File: src/design/eplc_pkg.sv
package eplc_pkg;
   // indirect select register layout
   localparam logic [2:0] SEL_SPACE_EEE   = 3'h1;
   localparam int         SEL_SPACE_LSB   = 5;
   localparam int         SEL_RW_BIT      = 4;
   localparam logic [3:0] PORT_FIRST      = 4'h1;
   localparam logic [3:0] PORT_LAST       = 4'h3;
   // indirect byte offsets
   localparam logic [7:0] OFS_CTRL_HI     = 8'h2c;
   localparam logic [7:0] OFS_CTRL_LO     = 8'h2d;
   localparam logic [7:0] OFS_RECOV_HI    = 8'h2e;
   localparam logic [7:0] OFS_RECOV_LO    = 8'h2f;
   // control register fields
   localparam int         BIT_TEN_OFF     = 15;
   localparam int         BIT_HW_XCHG     = 7;
   localparam int         BIT_HW_STAT     = 6;
   localparam int         BIT_TX_STICKY   = 5;
   localparam int         BIT_TX_NOW      = 4;
   localparam int         BIT_RX_STICKY   = 3;
   localparam int         BIT_RX_NOW      = 2;
   localparam int         BIT_SW_SEL      = 1;
   localparam int         BIT_FAST_EN     = 0;
   // reset values
   localparam logic       RST_TEN_OFF     = 1'b1;
   localparam logic       RST_HW_XCHG     = 1'b1;
   localparam logic       RST_SW_SEL      = 1'b0;
   localparam logic       RST_FAST_EN     = 1'b0;
   localparam logic [7:0] RST_RECOV       = 8'h27;
   localparam logic [7:0] RECOV_HI_READ   = 8'h01;
   // timing
   localparam real        CLK_NS          = 40.0;
   localparam real        TICK_NS         = 640.0;
   localparam int         TICK_CYCLES     = int'(TICK_NS / CLK_NS);
endpackage

File: src/design/eplc_sync3.sv
`timescale 1ns/1ps
`default_nettype none
module eplc_sync3 (
   // clock and reset
   input  wire logic sys_clk,
   input  wire logic nrst,
   // level
   input  wire logic din,
   output logic      dout
);
   logic s1_q;
   logic s2_q;
   logic s3_q;

   // change accepted once stages two and three agree
   always_ff @(posedge sys_clk or negedge nrst) begin
      if (!nrst) begin
         s1_q <= 1'b0;
         s2_q <= 1'b0;
         s3_q <= 1'b0;
         dout <= 1'b0;
      end else begin
         s1_q <= din;
         s2_q <= s1_q;
         s3_q <= s2_q;
         if (s2_q == s3_q) begin
            dout <= s3_q;
         end
      end
   end
endmodule
`default_nettype wire

File: src/design/eplc_top.sv
`timescale 1ns/1ps
`default_nettype none
// What this block does
// - bit 15 one (reset) disables 10BASE-T low power; zero enables it.
// - bit 7 one (reset) with bit 1 zero: hardware exchanges capability by next page.
// - matching hardware exchange sets the 100BASE-TX enable bit 0.
// - bit 7 zero: no hardware exchange; software does the exchange.
// - read-only bit 6: enable came from hardware exchange; resets zero.
// - sticky bit 5 sets on transmit idle, cleared by reading it.
// - bit 4 is the live transmit idle indication.
// - sticky bit 3 sets on receive idle, cleared by reading it.
// - bit 2 is the live receive idle indication.
// - bit 1 one takes enable from software bit 0, else from negotiation.
// - bit 0 enables 100BASE-TX low power; software or hardware sets it.
// - MAC waits the 8-bit recovery time after idle before transmitting.
// - recovery unit is 640 ns, reset value 0x27.
// - select bits 7:5 equal 001 choose this register space.
// - select bits 3:0 give port 1 to 3, routing to that copy.
// - recovery register upper byte at 0x2e, lower byte at 0x2f.
// - control register lower byte at 0x2d, upper byte at 0x2c.
// - writing the offset register triggers an indirect read; a write lands with the data byte.
module eplc_top #(
   parameter int NPORT = 3
) (
   // clock and reset
   input  wire logic             sys_clk,
   input  wire logic             nrst,
   // indirect window: select, offset and data byte writes
   input  wire logic             sel_wr,
   input  wire logic [7:0]       sel_wdata,
   input  wire logic             ofs_wr,
   input  wire logic [7:0]       ofs_wdata,
   input  wire logic             data_wr,
   input  wire logic [7:0]       data_wdata,
   output logic [7:0]            data_rdata,
   // per-port phy status, asynchronous levels
   input  wire logic [NPORT-1:0] tx_idle_pin,
   input  wire logic [NPORT-1:0] rx_idle_pin,
   input  wire logic [NPORT-1:0] np_match_pin,
   // per-port control outputs
   output logic [NPORT-1:0]      ten_base_low_power_off,
   output logic [NPORT-1:0]      fast_low_power_on,
   output logic [NPORT-1:0]      hw_exchange_run,
   output logic [NPORT-1:0]      mac_tx_hold
);
   logic [7:0]       sel_q;
   logic [7:0]       ofs_q;
   logic [NPORT-1:0] tx_now;
   logic [NPORT-1:0] rx_now;
   logic [NPORT-1:0] match_now;
   logic [NPORT-1:0] ten_off_q;
   logic [NPORT-1:0] hw_xchg_q;
   logic [NPORT-1:0] hw_stat_q;
   logic [NPORT-1:0] tx_sticky_q;
   logic [NPORT-1:0] rx_sticky_q;
   logic [NPORT-1:0] sw_sel_q;
   logic [NPORT-1:0] fast_en_q;
   logic [7:0]       recov_q [NPORT];
   logic [7:0]       wait_q [NPORT];
   logic [NPORT-1:0] idle_prev_q;
   logic [7:0]       tick_q;
   logic             tick;
   logic             space_ok;
   logic [3:0]       port_num;
   logic [1:0]       pidx;
   logic             rd_go;
   logic             wr_go;

   // synchronise asynchronous phy levels
   for (genvar g = 0; g < NPORT; g++) begin : g_sync
      eplc_sync3 u_tx (
         .sys_clk (sys_clk),
         .nrst    (nrst),
         .din     (tx_idle_pin[g]),
         .dout    (tx_now[g])
      );
      eplc_sync3 u_rx (
         .sys_clk (sys_clk),
         .nrst    (nrst),
         .din     (rx_idle_pin[g]),
         .dout    (rx_now[g])
      );
      eplc_sync3 u_np (
         .sys_clk (sys_clk),
         .nrst    (nrst),
         .din     (np_match_pin[g]),
         .dout    (match_now[g])
      );
   end

   // window decode
   assign space_ok = (sel_q[7:5] == eplc_pkg::SEL_SPACE_EEE) &&
                     (port_num >= eplc_pkg::PORT_FIRST) &&
                     (port_num <= eplc_pkg::PORT_LAST) &&
                     (port_num <= 4'(NPORT));
   assign port_num = sel_q[3:0];
   assign pidx     = 2'(port_num - 4'h1);
   // read triggered by the offset write; write lands with the data byte
   assign rd_go    = ofs_wr && space_ok &&
                     sel_q[eplc_pkg::SEL_RW_BIT];
   assign wr_go    = data_wr && space_ok &&
                     !sel_q[eplc_pkg::SEL_RW_BIT];

   always_ff @(posedge sys_clk or negedge nrst) begin
      if (!nrst) begin
         sel_q <= 8'h00;
         ofs_q <= 8'h00;
      end else begin
         if (sel_wr) begin
            sel_q <= sel_wdata;
         end
         if (ofs_wr) begin
            ofs_q <= ofs_wdata;
         end
      end
   end

   // read data latched at trigger time
   always_ff @(posedge sys_clk or negedge nrst) begin
      if (!nrst) begin
         data_rdata <= 8'h00;
      end else if (rd_go) begin
         case (ofs_wdata)
            eplc_pkg::OFS_CTRL_HI:  data_rdata <= {ten_off_q[pidx],
                                                  7'h00};
            eplc_pkg::OFS_CTRL_LO:  data_rdata <= {hw_xchg_q[pidx],
                                                  hw_stat_q[pidx],
                                                  tx_sticky_q[pidx],
                                                  tx_now[pidx],
                                                  rx_sticky_q[pidx],
                                                  rx_now[pidx],
                                                  sw_sel_q[pidx],
                                                  fast_en_q[pidx]};
            eplc_pkg::OFS_RECOV_HI: data_rdata <=
               eplc_pkg::RECOV_HI_READ;
            eplc_pkg::OFS_RECOV_LO: data_rdata <= recov_q[pidx];
            default:                data_rdata <= 8'h00;
         endcase
      end
   end

   // 640 ns tick divider
   always_ff @(posedge sys_clk or negedge nrst) begin
      if (!nrst) begin
         tick_q <= 8'h00;
         tick   <= 1'b0;
      end else if (tick_q == 8'(eplc_pkg::TICK_CYCLES - 1)) begin
         tick_q <= 8'h00;
         tick   <= 1'b1;
      end else begin
         tick_q <= tick_q + 8'h01;
         tick   <= 1'b0;
      end
   end

   for (genvar p = 0; p < NPORT; p++) begin : g_port
      logic sel_me;
      logic rd_lo;
      assign sel_me = (pidx == 2'(p));
      assign rd_lo  = rd_go && sel_me && (ofs_wdata == eplc_pkg::OFS_CTRL_LO);

      // software-written control fields
      always_ff @(posedge sys_clk or negedge nrst) begin
         if (!nrst) begin
            ten_off_q[p] <= eplc_pkg::RST_TEN_OFF;
            hw_xchg_q[p] <= eplc_pkg::RST_HW_XCHG;
            sw_sel_q[p]  <= eplc_pkg::RST_SW_SEL;
            recov_q[p]   <= eplc_pkg::RST_RECOV;
         end else if (wr_go && sel_me) begin
            if (ofs_q == eplc_pkg::OFS_CTRL_HI) begin
               ten_off_q[p] <= data_wdata[7];
            end
            if (ofs_q == eplc_pkg::OFS_CTRL_LO) begin
               hw_xchg_q[p] <= data_wdata[eplc_pkg::BIT_HW_XCHG];
               sw_sel_q[p]  <= data_wdata[eplc_pkg::BIT_SW_SEL];
            end
            if (ofs_q == eplc_pkg::OFS_RECOV_LO) begin
               recov_q[p] <= data_wdata;
            end
         end
      end

      // enable bit: software write or hardware match
      always_ff @(posedge sys_clk or negedge nrst) begin
         if (!nrst) begin
            fast_en_q[p] <= eplc_pkg::RST_FAST_EN;
            hw_stat_q[p] <= 1'b0;
         end else begin
            if (wr_go && sel_me && ofs_q == eplc_pkg::OFS_CTRL_LO) begin
               fast_en_q[p] <= data_wdata[eplc_pkg::BIT_FAST_EN];
            end else if (hw_xchg_q[p] && match_now[p]) begin
               fast_en_q[p] <= 1'b1;
            end
            // bit 7 off: no hardware-derived status
            hw_stat_q[p] <= hw_xchg_q[p] && match_now[p];
         end
      end

      // sticky idle flags; a new event beats the read clear
      always_ff @(posedge sys_clk or negedge nrst) begin
         if (!nrst) begin
            tx_sticky_q[p] <= 1'b0;
            rx_sticky_q[p] <= 1'b0;
         end else begin
            if (tx_now[p]) begin
               tx_sticky_q[p] <= 1'b1;
            end else if (rd_lo) begin
               tx_sticky_q[p] <= 1'b0;
            end
            if (rx_now[p]) begin
               rx_sticky_q[p] <= 1'b1;
            end else if (rd_lo) begin
               rx_sticky_q[p] <= 1'b0;
            end
         end
      end

      // wake wait counter
      always_ff @(posedge sys_clk or negedge nrst) begin
         if (!nrst) begin
            idle_prev_q[p] <= 1'b0;
            wait_q[p]      <= 8'h00;
            mac_tx_hold[p] <= 1'b0;
         end else begin
            idle_prev_q[p] <= tx_now[p];
            if (tx_now[p]) begin
               wait_q[p]      <= 8'h00;
               mac_tx_hold[p] <= 1'b1;
            end else if (idle_prev_q[p]) begin
               wait_q[p]      <= recov_q[p];
               mac_tx_hold[p] <= (recov_q[p] != 8'h00);
            end else if (tick && wait_q[p] != 8'h00) begin
               wait_q[p]      <= wait_q[p] - 8'h01;
               mac_tx_hold[p] <= (wait_q[p] != 8'h01);
            end
         end
      end
   end

   // registered control outputs
   always_ff @(posedge sys_clk or negedge nrst) begin
      if (!nrst) begin
         ten_base_low_power_off <= '1;
         fast_low_power_on      <= '0;
         hw_exchange_run        <= '1;
      end else begin
         ten_base_low_power_off <= ten_off_q;
         hw_exchange_run        <= hw_xchg_q & ~sw_sel_q;
         for (int i = 0; i < NPORT; i++) begin
            fast_low_power_on[i] <= sw_sel_q[i] ? fast_en_q[i]
                                               : hw_stat_q[i] | fast_en_q[i];
         end
      end
   end
endmodule
`default_nettype wire

File: config.mk
export PLATFORM = sky130hd
export DESIGN_NAME = eplc_top
export DESIGN_NICKNAME = d
export VERILOG_FILES = /design/src/design/eplc_pkg.sv /design/src/design/eplc_sync3.sv /design/src/design/eplc_top.sv
export SDC_FILE = /design/constraint.sdc
export NUM_CORES = 1
export LEC_CHECK = 0
export BUFFER_PORTS_ARGS = -buffer_cell sky130_fd_sc_hd__buf_2
export CAP_MARGIN = 20
export CORE_UTILIZATION = 50
export CTS_CLUSTER_SIZE = 14
export DETAILED_ROUTE_END_ITERATION = 16
export PLACE_DENSITY = 0.75
export SYNTH_ARGS = -nofsm -noshare
export SYNTH_HDL_FRONTEND = slang
export SYNTH_SLANG_ARGS = --single-unit
export TNS_END_PERCENT = 30
File: constraint.sdc
create_clock -name sys_clk -period 8.2 [get_ports sys_clk]
set_clock_uncertainty 0.1 [all_clocks]
set_input_delay 1.64 -clock sys_clk [delete_from_list [all_inputs] [get_ports sys_clk]]
set_output_delay 1.64 -clock sys_clk [all_outputs]
set_load 0.01 [all_outputs]
Word level (Yosys, flattened, before mapping)
Index checks and enable logic that the tools add are counted.
{"block": "word_totals", "register_bits": 153, "latch_bits": 0, "ram_bits": 0, "rom_bits": 0, "in_bits": 38, "out_inout_bits": 20, "memories": 0}
{"block": "classes", "add_sub_neg": 5, "n_mul": 0, "n_div": 0, "order_cmp": 4, "n_eq_ne": 23, "n_shift": 0, "n_mux": 60, "bitwise": 6, "n_reduce_logical": 54}
{"operator": "2-to-1 mux 8 bit", "n": 12}
{"operator": "== test 8 x 6 -> 1 bit, second input constant", "n": 7}
{"operator": "nonzero test 8 bit", "n": 6}
{"operator": "2-to-1 mux 1 bit", "n": 37}
{"operator": "one-hot mux 8 bit (4 select lines)", "n": 1}
{"operator": "logical AND 1 bit", "n": 25}
{"operator": "!= test 8 x 1 -> 1 bit, second input constant", "n": 3}
{"operator": "subtractor 8 x 1 -> 8 bit, second input constant", "n": 3}
{"operator": "binary-select mux 1 bit (select 2 bit)", "n": 9}
{"operator": "AND reduction 2 bit", "n": 9}
{"operator": "nonzero test 2 bit", "n": 9}
{"operator": "binary-select mux 8 bit (select 2 bit)", "n": 1}
{"operator": "== test 1 bit", "n": 9}
{"operator": "nonzero test 3 bit", "n": 3}
{"operator": "adder 8 x 1 -> 8 bit, second input constant", "n": 1}
{"operator": "== test 8 x 4 -> 1 bit, second input constant", "n": 1}
{"operator": ">= comparator 4 x 1 -> 1 bit, second input constant", "n": 1}
{"operator": "<= comparator 4 x 2 -> 1 bit, second input constant", "n": 1}
{"operator": "AND 3 bit", "n": 1}
{"operator": "== test 3 x 1 -> 1 bit, second input constant", "n": 1}
{"operator": ">= comparator 3 bit, second input constant", "n": 1}
{"operator": "< comparator 2 x 3 -> 1 bit, second input constant", "n": 1}
{"operator": "NOT 2 -> 3 bit", "n": 1}
{"operator": "NOT 3 bit", "n": 1}
{"operator": "other kinds (6)", "n": 8}

Depth between registers and ports, before layout
Gate-level depths: netlist of the first run.
{"block": "depth", "word_depth": 10, "mapped_depth": 10, "mapped_depth_nobuf": 6}

Cells and area by module
From an unflattened synthesis of the first run, not the netlist that was laid out.
{"block": "unflattened", "hier_cells": 538, "area_unflattened_um2": 6767.7}
{"module": "eplc_top", "instances": 1, "cells_per_inst": 493, "area_each_um2": 5765.5, "seq_area_each_um2": 2957.8}
{"module": "eplc_sync3", "instances": 9, "cells_per_inst": 5, "area_each_um2": 111.4, "seq_area_each_um2": 100.1}

Least setup slack after synthesis of the first run
OpenSTA, ideal clock, no wires.
{"block": "synth_path", "path_kind": "input to register", "from": "input ofs_wr", "to": "register data_rdata[0]", "setup_ns": 0.076, "arrival_time_ns": 3.184, "required_ns": 8.024, "path_slack_ns": 4.839, "stages": 6, "cell_sequence": "clkbuf_1 -> nand2_1 -> or4_4 -> buf_6 -> or4_4 -> o21ai_1"}
{"block": "synth_between", "elab_chain_cells": 2}
{"element": "from (decl)", "line_no": "eplc_top.sv:31", "rtl": "input wire logic ofs_wr,"}
{"element": "logical AND 1 bit (2 in a row)", "line_no": "eplc_top.sv:99", "rtl": "assign rd_go = ofs_wr && space_ok &&"}
{"element": "to (signal assigned)", "line_no": "eplc_top.sv:124", "rtl": "eplc_pkg::OFS_CTRL_HI: data_rdata <= {ten_off_q[pidx],"}
{"element": "to (signal assigned)", "line_no": "eplc_top.sv:126", "rtl": "eplc_pkg::OFS_CTRL_LO: data_rdata <= {hw_xchg_q[pidx],"}
{"element": "to (signal assigned)", "line_no": "eplc_top.sv:134", "rtl": "eplc_pkg::OFS_RECOV_HI: data_rdata <="}
{"element": "to (decl)", "line_no": "eplc_top.sv:35", "rtl": "output logic [7:0] data_rdata,"}
No other way between the ends.
A chain may end at the register's enable or synchronous reset.

Worst setup path after layout of the first run
{"block": "layout_path", "from": "register sel_q[0]", "to": "register data_rdata[7]"}
{"block": "layout_between", "elab_chain_cells": 6, "elab_cells_between_ends": 17, "cone_classes": "1 x add/sub; 2 x order compare; 8 x mux; 1 x bitwise; 5 x reduce/logical"}
{"element": "from (decl)", "line_no": "eplc_top.sv:46", "rtl": "logic [7:0] sel_q;"}
{"element": "from (signal assigned)", "line_no": "eplc_top.sv:110", "rtl": "sel_q <= sel_wdata;"}
{"element": "subtractor 2 x 1 -> 2 bit / >= comparator 4 x 1 -> 1 bit (equally long branches)", "line_no": "eplc_top.sv:97, eplc_top.sv:93"}
{"element": "NOT 2 -> 3 bit (implied by the code) / logical AND 1 bit (equally long branches)", "line_no": "eplc_top.sv:136, eplc_top.sv:92"}
{"element": "binary-select mux 8 bit (select 2 bit) / logical AND 1 bit (equally long branches)", "line_no": "eplc_top.sv:136, eplc_top.sv:93"}
{"element": "2-to-1 mux 8 bit (implied by the code) / logical AND 1 bit (equally long branches)", "line_no": "eplc_top.sv:136, eplc_top.sv:94"}
{"element": "2-to-1 mux 8 bit (implied by the code) / logical AND 1 bit (equally long branches)", "line_no": "eplc_top.sv:136, eplc_top.sv:99"}
{"element": "one-hot mux 8 bit (4 select lines) / logical AND 1 bit (equally long branches)", "line_no": "eplc_top.sv:123, eplc_top.sv:99"}
{"element": "to (signal assigned)", "line_no": "eplc_top.sv:124"}
{"element": "to (signal assigned)", "line_no": "eplc_top.sv:126"}
{"element": "to (signal assigned)", "line_no": "eplc_top.sv:136", "rtl": "eplc_pkg::OFS_RECOV_LO: data_rdata <= recov_q[pidx];"}
Parallel ways exist; a longest one is shown, timed or not. The select of a mux whose other input is x is not followed.

==> flow_summary.toml, run 1 <==
[timing]
timing.final.hold_violations = 0
period_minus_slack_ns = 3.461
fin_tns_setup_ns = 0
max_slew_margin_pct = 32.04
rsz0062_at_grt = "false"
slew_viol_final = 0
setup_viol = 0
timing.fmax_mhz = 288.9
tightest_slew_ns = 1.017
period_share_pct = 42.21

[clock_network]
cts_sinks = 153
postCtsSetupBuffers = 0
htree_levels = 4
cts_buffer_depth = 2
insertion_delay_ns = 0.42
cts_resized = 0
clkTransAtPathRegs_ns = 0.06
cts_tree = "built"
cts_hold_buf = 0
root_buffer = "clkbuf_16"
cts_inserted_buffers = 17

[setup_path]
cp-end-kind = "flip-flop"
crit_path_max_incr_delay_ns = 0.89
critPathRequiredTime_ns = 8.44
crit_family = "simple AND/OR/NAND/NOR gates"
slowest_stage = "nor2b_1"
worst-path-max-fanout = 21
crit_type = "reg2reg"
critPathLaunchType = "flip-flop"
reg2reg_depth = 6
crit_cells = 6
crit_buf_inv = 1
crit_path_cell_trace = "inv_1 -> ha_1 -> nor2b_1 -> a221o_1 -> a32oi_1 -> o21ai_1"
cp.arrival_ns = 3.70

[route]
wl_met3_um = 641
drt-vias-per-instance = 5.922
detail-route-antenna-nets = 0
first_iter_violations = 413
drc = 0
wl_met1_mm = 6.459
dr_total_vias = 4720
wl_met2_mm = 6.998
wl_per_cell_um = 18.10
highest_layer = "met4"
wirelength_mm = 14.43
dr.pass1.iters = 5

[synth]
synth-xor-area-share_pct = 1.031
synth-main-ff-cell = "dfrtp_1"
synth_cells = 552
ys_types = 69
muxShareOfSynthArea_pct = 11.29
ys_seq_area_share_pct = 56.80
yosys_register_bits = 153
synthSimpleGateAreaFrac_pct = 13.00
synth_top_area_cell = "dfrtp_1"
synth_compound_area_share_pct = 11.57
synth_top_area_share_pct = 47.51
syn_nets = 602
syn_area_um2 = 6794
avgSynthCellArea_um2 = 12.31
synth_top_family_by_area = "simple AND/OR/NAND/NOR gates"
yosysMostFrequentCell = "dfrtp_1"
async_reset_ff_share_pct = 100.0
synth_commonest_cells = "129 x dfrtp_1, 60 x mux2_2, 33 x nor2_1, 24 x dfstp_2, 24 x inv_1"
synth-adder-area-share_pct = 3.536
yosys_warnings = 0
synth_edf_count = 0
synth.area.top_cells = "dfrtp_1 48%, mux2_2 9.9%, dfstp_2 9.3%"

[floorplan]
ios = 58
die_area_um2 = 14060
start_util_pct = 51.30
num_rows = 42
coreArea_um2 = 13240
fp.dieH_um = 118.6
dieWidth_um = 118.6

[job]
cap_violations = 0

[placement]
io_buffers = 57
place_hpwl_mm = 10.11
gp_congestion = 0.9083

[layout]
drive_gt1_share_pct = 31.08
fillers = 1075
syn_to_final_growth_pct = 15.10
fin_nets = 658
n_antenna_cell = 0

[grt]
grt_max_degree = 82
grt_pass1_wl_mm = 24.05
grt_overflow = 0
grt_usage_pct = 22.12
grt_pass1_vias = 4706
antenna_found_initial = 0

[hold_path]
hold_depth = 0
hp-class = "reg2reg"

[pwr]
ir_worst_vdd_v = 0.0001586
finalPower_mw = 1.883
power_leakage_nw = 3.389
power_density_nw_per_um2 = 240.7

[status]
status = "completed"
## through the flow
step | cells | cell area, um^2 | setup WS (ns) | hold WS, ns | util, %
floorplan | 552 | 6794 | 4.839 | 0.2312 | -
global placement | 764 | 7222 | 4.691 | 0.2319 | 54.54
detailed placement | 764 | 7222 | 4.649 | 0.2355 | 54.54
CTS | 796 | 7815 | 4.815 | 0.2409 | 59.01
global route | 797 | 7820 | 4.437 | 0.2451 | 59.05
finish | 797 | 7820 | 4.739 | 0.2373 | 59.05
## registers in the layout (all words and copies together) (netlist names), 8 cells and up
name and cells:
data_rdata 8, sel_q 8, wait_q 24, ofs_q 8, tick_q 8, recov_q 24
## per-layer routing
metal	up-vias	global-route usage, %
met5	-	0
met4	0	9.256
met1	2388	29.65
met3	28	5.357
met2	128	34.47
li1	2176	-
## final cells by class
type                       count  area (um^2)  area share [%]
clock buffer                  23        467.9           5.984
clock inverter                 9        125.1           1.600
inverter                      26        97.59           1.248
multi-input combinational    351         2746           35.12
sequential                   153         3859           49.34
tap                          176        220.2           2.816
timing repair buffer          59        304.0           3.888
## path summary, 6_finish.rpt
check	end	slack, ns	from
worst max-delay path	data_rdata[7]$_DFFE_PN0N_	4.74	sel_q[0]$_DFFE_PN0P_
worst min-delay path	g_sync[0].u_tx.s2_q$_DFF_PN0_	0.24	g_sync[0].u_tx.s1_q$_DFF_PN0_
worst max register to register	data_rdata[7]$_DFFE_PN0N_	4.74	sel_q[0]$_DFFE_PN0P_
worst min register to register	g_sync[0].u_tx.s2_q$_DFF_PN0_	0.24	g_sync[0].u_tx.s1_q$_DFF_PN0_
max in group asynchronous	ofs_q[6]$_DFFE_PN0P_	5.47	nrst
min in group asynchronous	mac_tx_hold[2]$_DFFE_PN0P_	1.14	nrst
## logic make-up (layout without fill, tap and decap cells)
logic type	after synthesis	count (layout)
flip-flops	153	153
AND/OR/NAND/NOR	153	153
AO/OA/AOI/OAI	100	100
multiplexers	69	69
buffers and inverters	48	117
adder cells (fa/ha/maj)	21	21
XOR/XNOR	8	8
## power breakdown
part | switching [mW] | total [mW] | internal (mW)
Clock | 0.287 | 0.779 | 0.492
Combinational | 0.138 | 0.238 | 0.0999
Sequential | 0.0616 | 0.866 | 0.804
Total | 0.487 | 1.88 | 1.40
## cell usage in the layout (no fill, tap or decap), drive strengths merged, types with 9 or more instances in the layout
master and count:
a211oi 9, a21o 10, a221oi 12, a22o 9
buf 59, clkbuf 23, dfrtp 129, dfstp 24
ha 12, inv 24, maj3 9, mux2 61
nand2 21, nand3 10, nor2 33, nor3 24
nor4 9, o21ai 13
Power figures use the tool's default switching activity.
==> run 2, diff against run 1 <==
Clock period 8.2 ns to 3.4 ns, I/O delays scaled along.
==> run 2 against run 1 <==
Against the previous run: clock-buffer cell count fell by 1; first-iteration DRC count up 56%; critical path depth is 1 higher; core utilization increased by 0.26 points; worst hold slack got worse by 0.063 ns; die area unchanged; global-route usage up 0.52 points; critical path type unchanged; critical endpoint unchanged.
==> flow_summary.toml, run 2 (synthesized netlist as in run 1, its figures left out) <==
[setup_path]
slowest_stage = "ha_1"
crit_path_max_incr_delay_ns = 0.76
critPathLaunchType = "flip-flop"
critPathRequiredTime_ns = 3.65
cp.arrival_ns = 2.90
crit_path_cell_trace = "inv_1 -> ha_1 -> nor2b_1 -> buf_4 -> a221o_1 -> a32oi_1 -> o21ai_1"
cp-end-kind = "flip-flop"
worst-path-max-fanout = 19
crit_type = "reg2reg"
reg2reg_depth = 7

[clock_network]
htree_levels = 4
insertion_delay_ns = 0.43
cts_buffer_depth = 2
cts_sinks = 153
cts_tree = "built"
cts_hold_buf = 0
cts_inserted_buffers = 17
postCtsSetupBuffers = 0
root_buffer = "clkbuf_16"
clkTransAtPathRegs_ns = 0.07
cts_resized = 0

[floorplan]
start_util_pct = 51.30
ios = 58
num_rows = 42
coreArea_um2 = 13240
fp.dieH_um = 118.6
dieWidth_um = 118.6
die_area_um2 = 14060

[timing]
timing.final.hold_violations = 0
tightest_slew_ns = 0.8401
setup_viol = 0
max_slew_margin_pct = 43.48
period_minus_slack_ns = 2.652
slew_viol_final = 0
fin_tns_setup_ns = 0
period_share_pct = 78.00
timing.fmax_mhz = 377.1
rsz0062_at_grt = "false"

[route]
drt-vias-per-instance = 5.894
dr_total_vias = 4733
dr.pass1.iters = 6
wirelength_mm = 14.57
drc = 0
wl_per_cell_um = 18.14
first_iter_violations = 643
detail-route-antenna-nets = 0

[placement]
io_buffers = 57
place_hpwl_mm = 10.26
gp_congestion = 0.8871

[layout]
n_antenna_cell = 0
fin_nets = 664
syn_to_final_growth_pct = 15.60
drive_gt1_share_pct = 31.58
mostFrequentLayoutCell = "dfrtp_1"
layout_common_cells = "129 x dfrtp_1, 60 x mux2_2, 56 x buf_2"
largestRegisters = "recov_q x24, wait_q x24"
fillers = 1081
regArea_um2 = 3859
multi_input_area_um2 = 2746
final_core_util_pct = 59.31

[grt]
grt_max_degree = 78
grt_pass1_vias = 4871
grt_usage_pct = 22.64
grt_overflow = 0
antenna_found_initial = 0
grt_pass1_wl_mm = 24.70

[pwr]
power_density_nw_per_um2 = 571.9
ir_worst_vdd_v = 0.0005515
power_leakage_nw = 3.401

[hold_path]
hp-class = "in2async"

[status]
status = "completed"

[job]
cap_violations = 0
-- run 2: area by class of cell --
type | count | share of cell area [%]
sequential | 153 | 49.13
multi-input combinational | 351 | 34.97
clock buffer | 22 | 5.656
timing repair buffer | 65 | 4.636
tap | 176 | 2.804
clock inverter | 10 | 1.561
inverter | 26 | 1.243
-- run 2: worst max-delay path: cells and delay by family, from the launching register on --
family | cells | cell delay, ns
simple gates | 1 | 0.50
fa+ha+maj | 1 | 0.76
flops | 1 | 0.38
buf+inv | 2 | 0.38
compound gates | 3 | 0.46
-- run 2: power breakdown --
part | switching (mW) | internal [mW]
clock | 0.732 | 1.08
combinational | 0.340 | 0.252
sequential | 0.145 | 1.94
total | 1.22 | 3.27
-- run 2: through the flow --
stage          instance area (um^2)  setup WS, ns  power, mW  hold WS, ns  std cells
3_5_place_dp                   7287        0.7778      2.693       0.2365        771
2_1_floorplan                  6794        0.5539      2.480       0.2312        552
3_3_place_gp                   7287        0.8523      2.666       0.2315        771
4_1_cts                        7854        0.7889      4.519       0.1949        803
5_1_grt                        7854        0.5840      4.679       0.2281        803
6_report                       7854        0.7480      4.491       0.1746        803
-- run 2: worst paths after layout --
kind	from	to	slack [ns]
max in group asynchronous	nrst	hw_exchange_run[2]$_DFF_PN1_	2.19
min	nrst	wait_q[18]$_DFFE_PN0P_	0.17
max reg2reg	sel_q[1]$_DFFE_PN0P_	data_rdata[7]$_DFFE_PN0N_	0.75
min reg2reg	g_sync[0].u_rx.s1_q$_DFF_PN0_	g_sync[0].u_rx.s2_q$_DFF_PN0_	0.25
min in group sys_clk	g_sync[0].u_rx.s1_q$_DFF_PN0_	g_sync[0].u_rx.s2_q$_DFF_PN0_	0.25
max	sel_q[1]$_DFFE_PN0P_	data_rdata[7]$_DFFE_PN0N_	0.75
-- run 2: per-layer routing --
| layer | GRT usage [%] | up-vias | wire (um) | share of wire (%) |
|---|---|---|---|---|
| met5 | 0 | - | 0 | 0 |
| met4 | 9.889 | 0 | 401 | 2.8 |
| met3 | 5.550 | 38 | 619 | 4.2 |
| met1 | 29.68 | 2368 | 6575 | 45 |
| met2 | 35.78 | 156 | 6969 | 48 |
| li1 | - | 2171 | - | - |
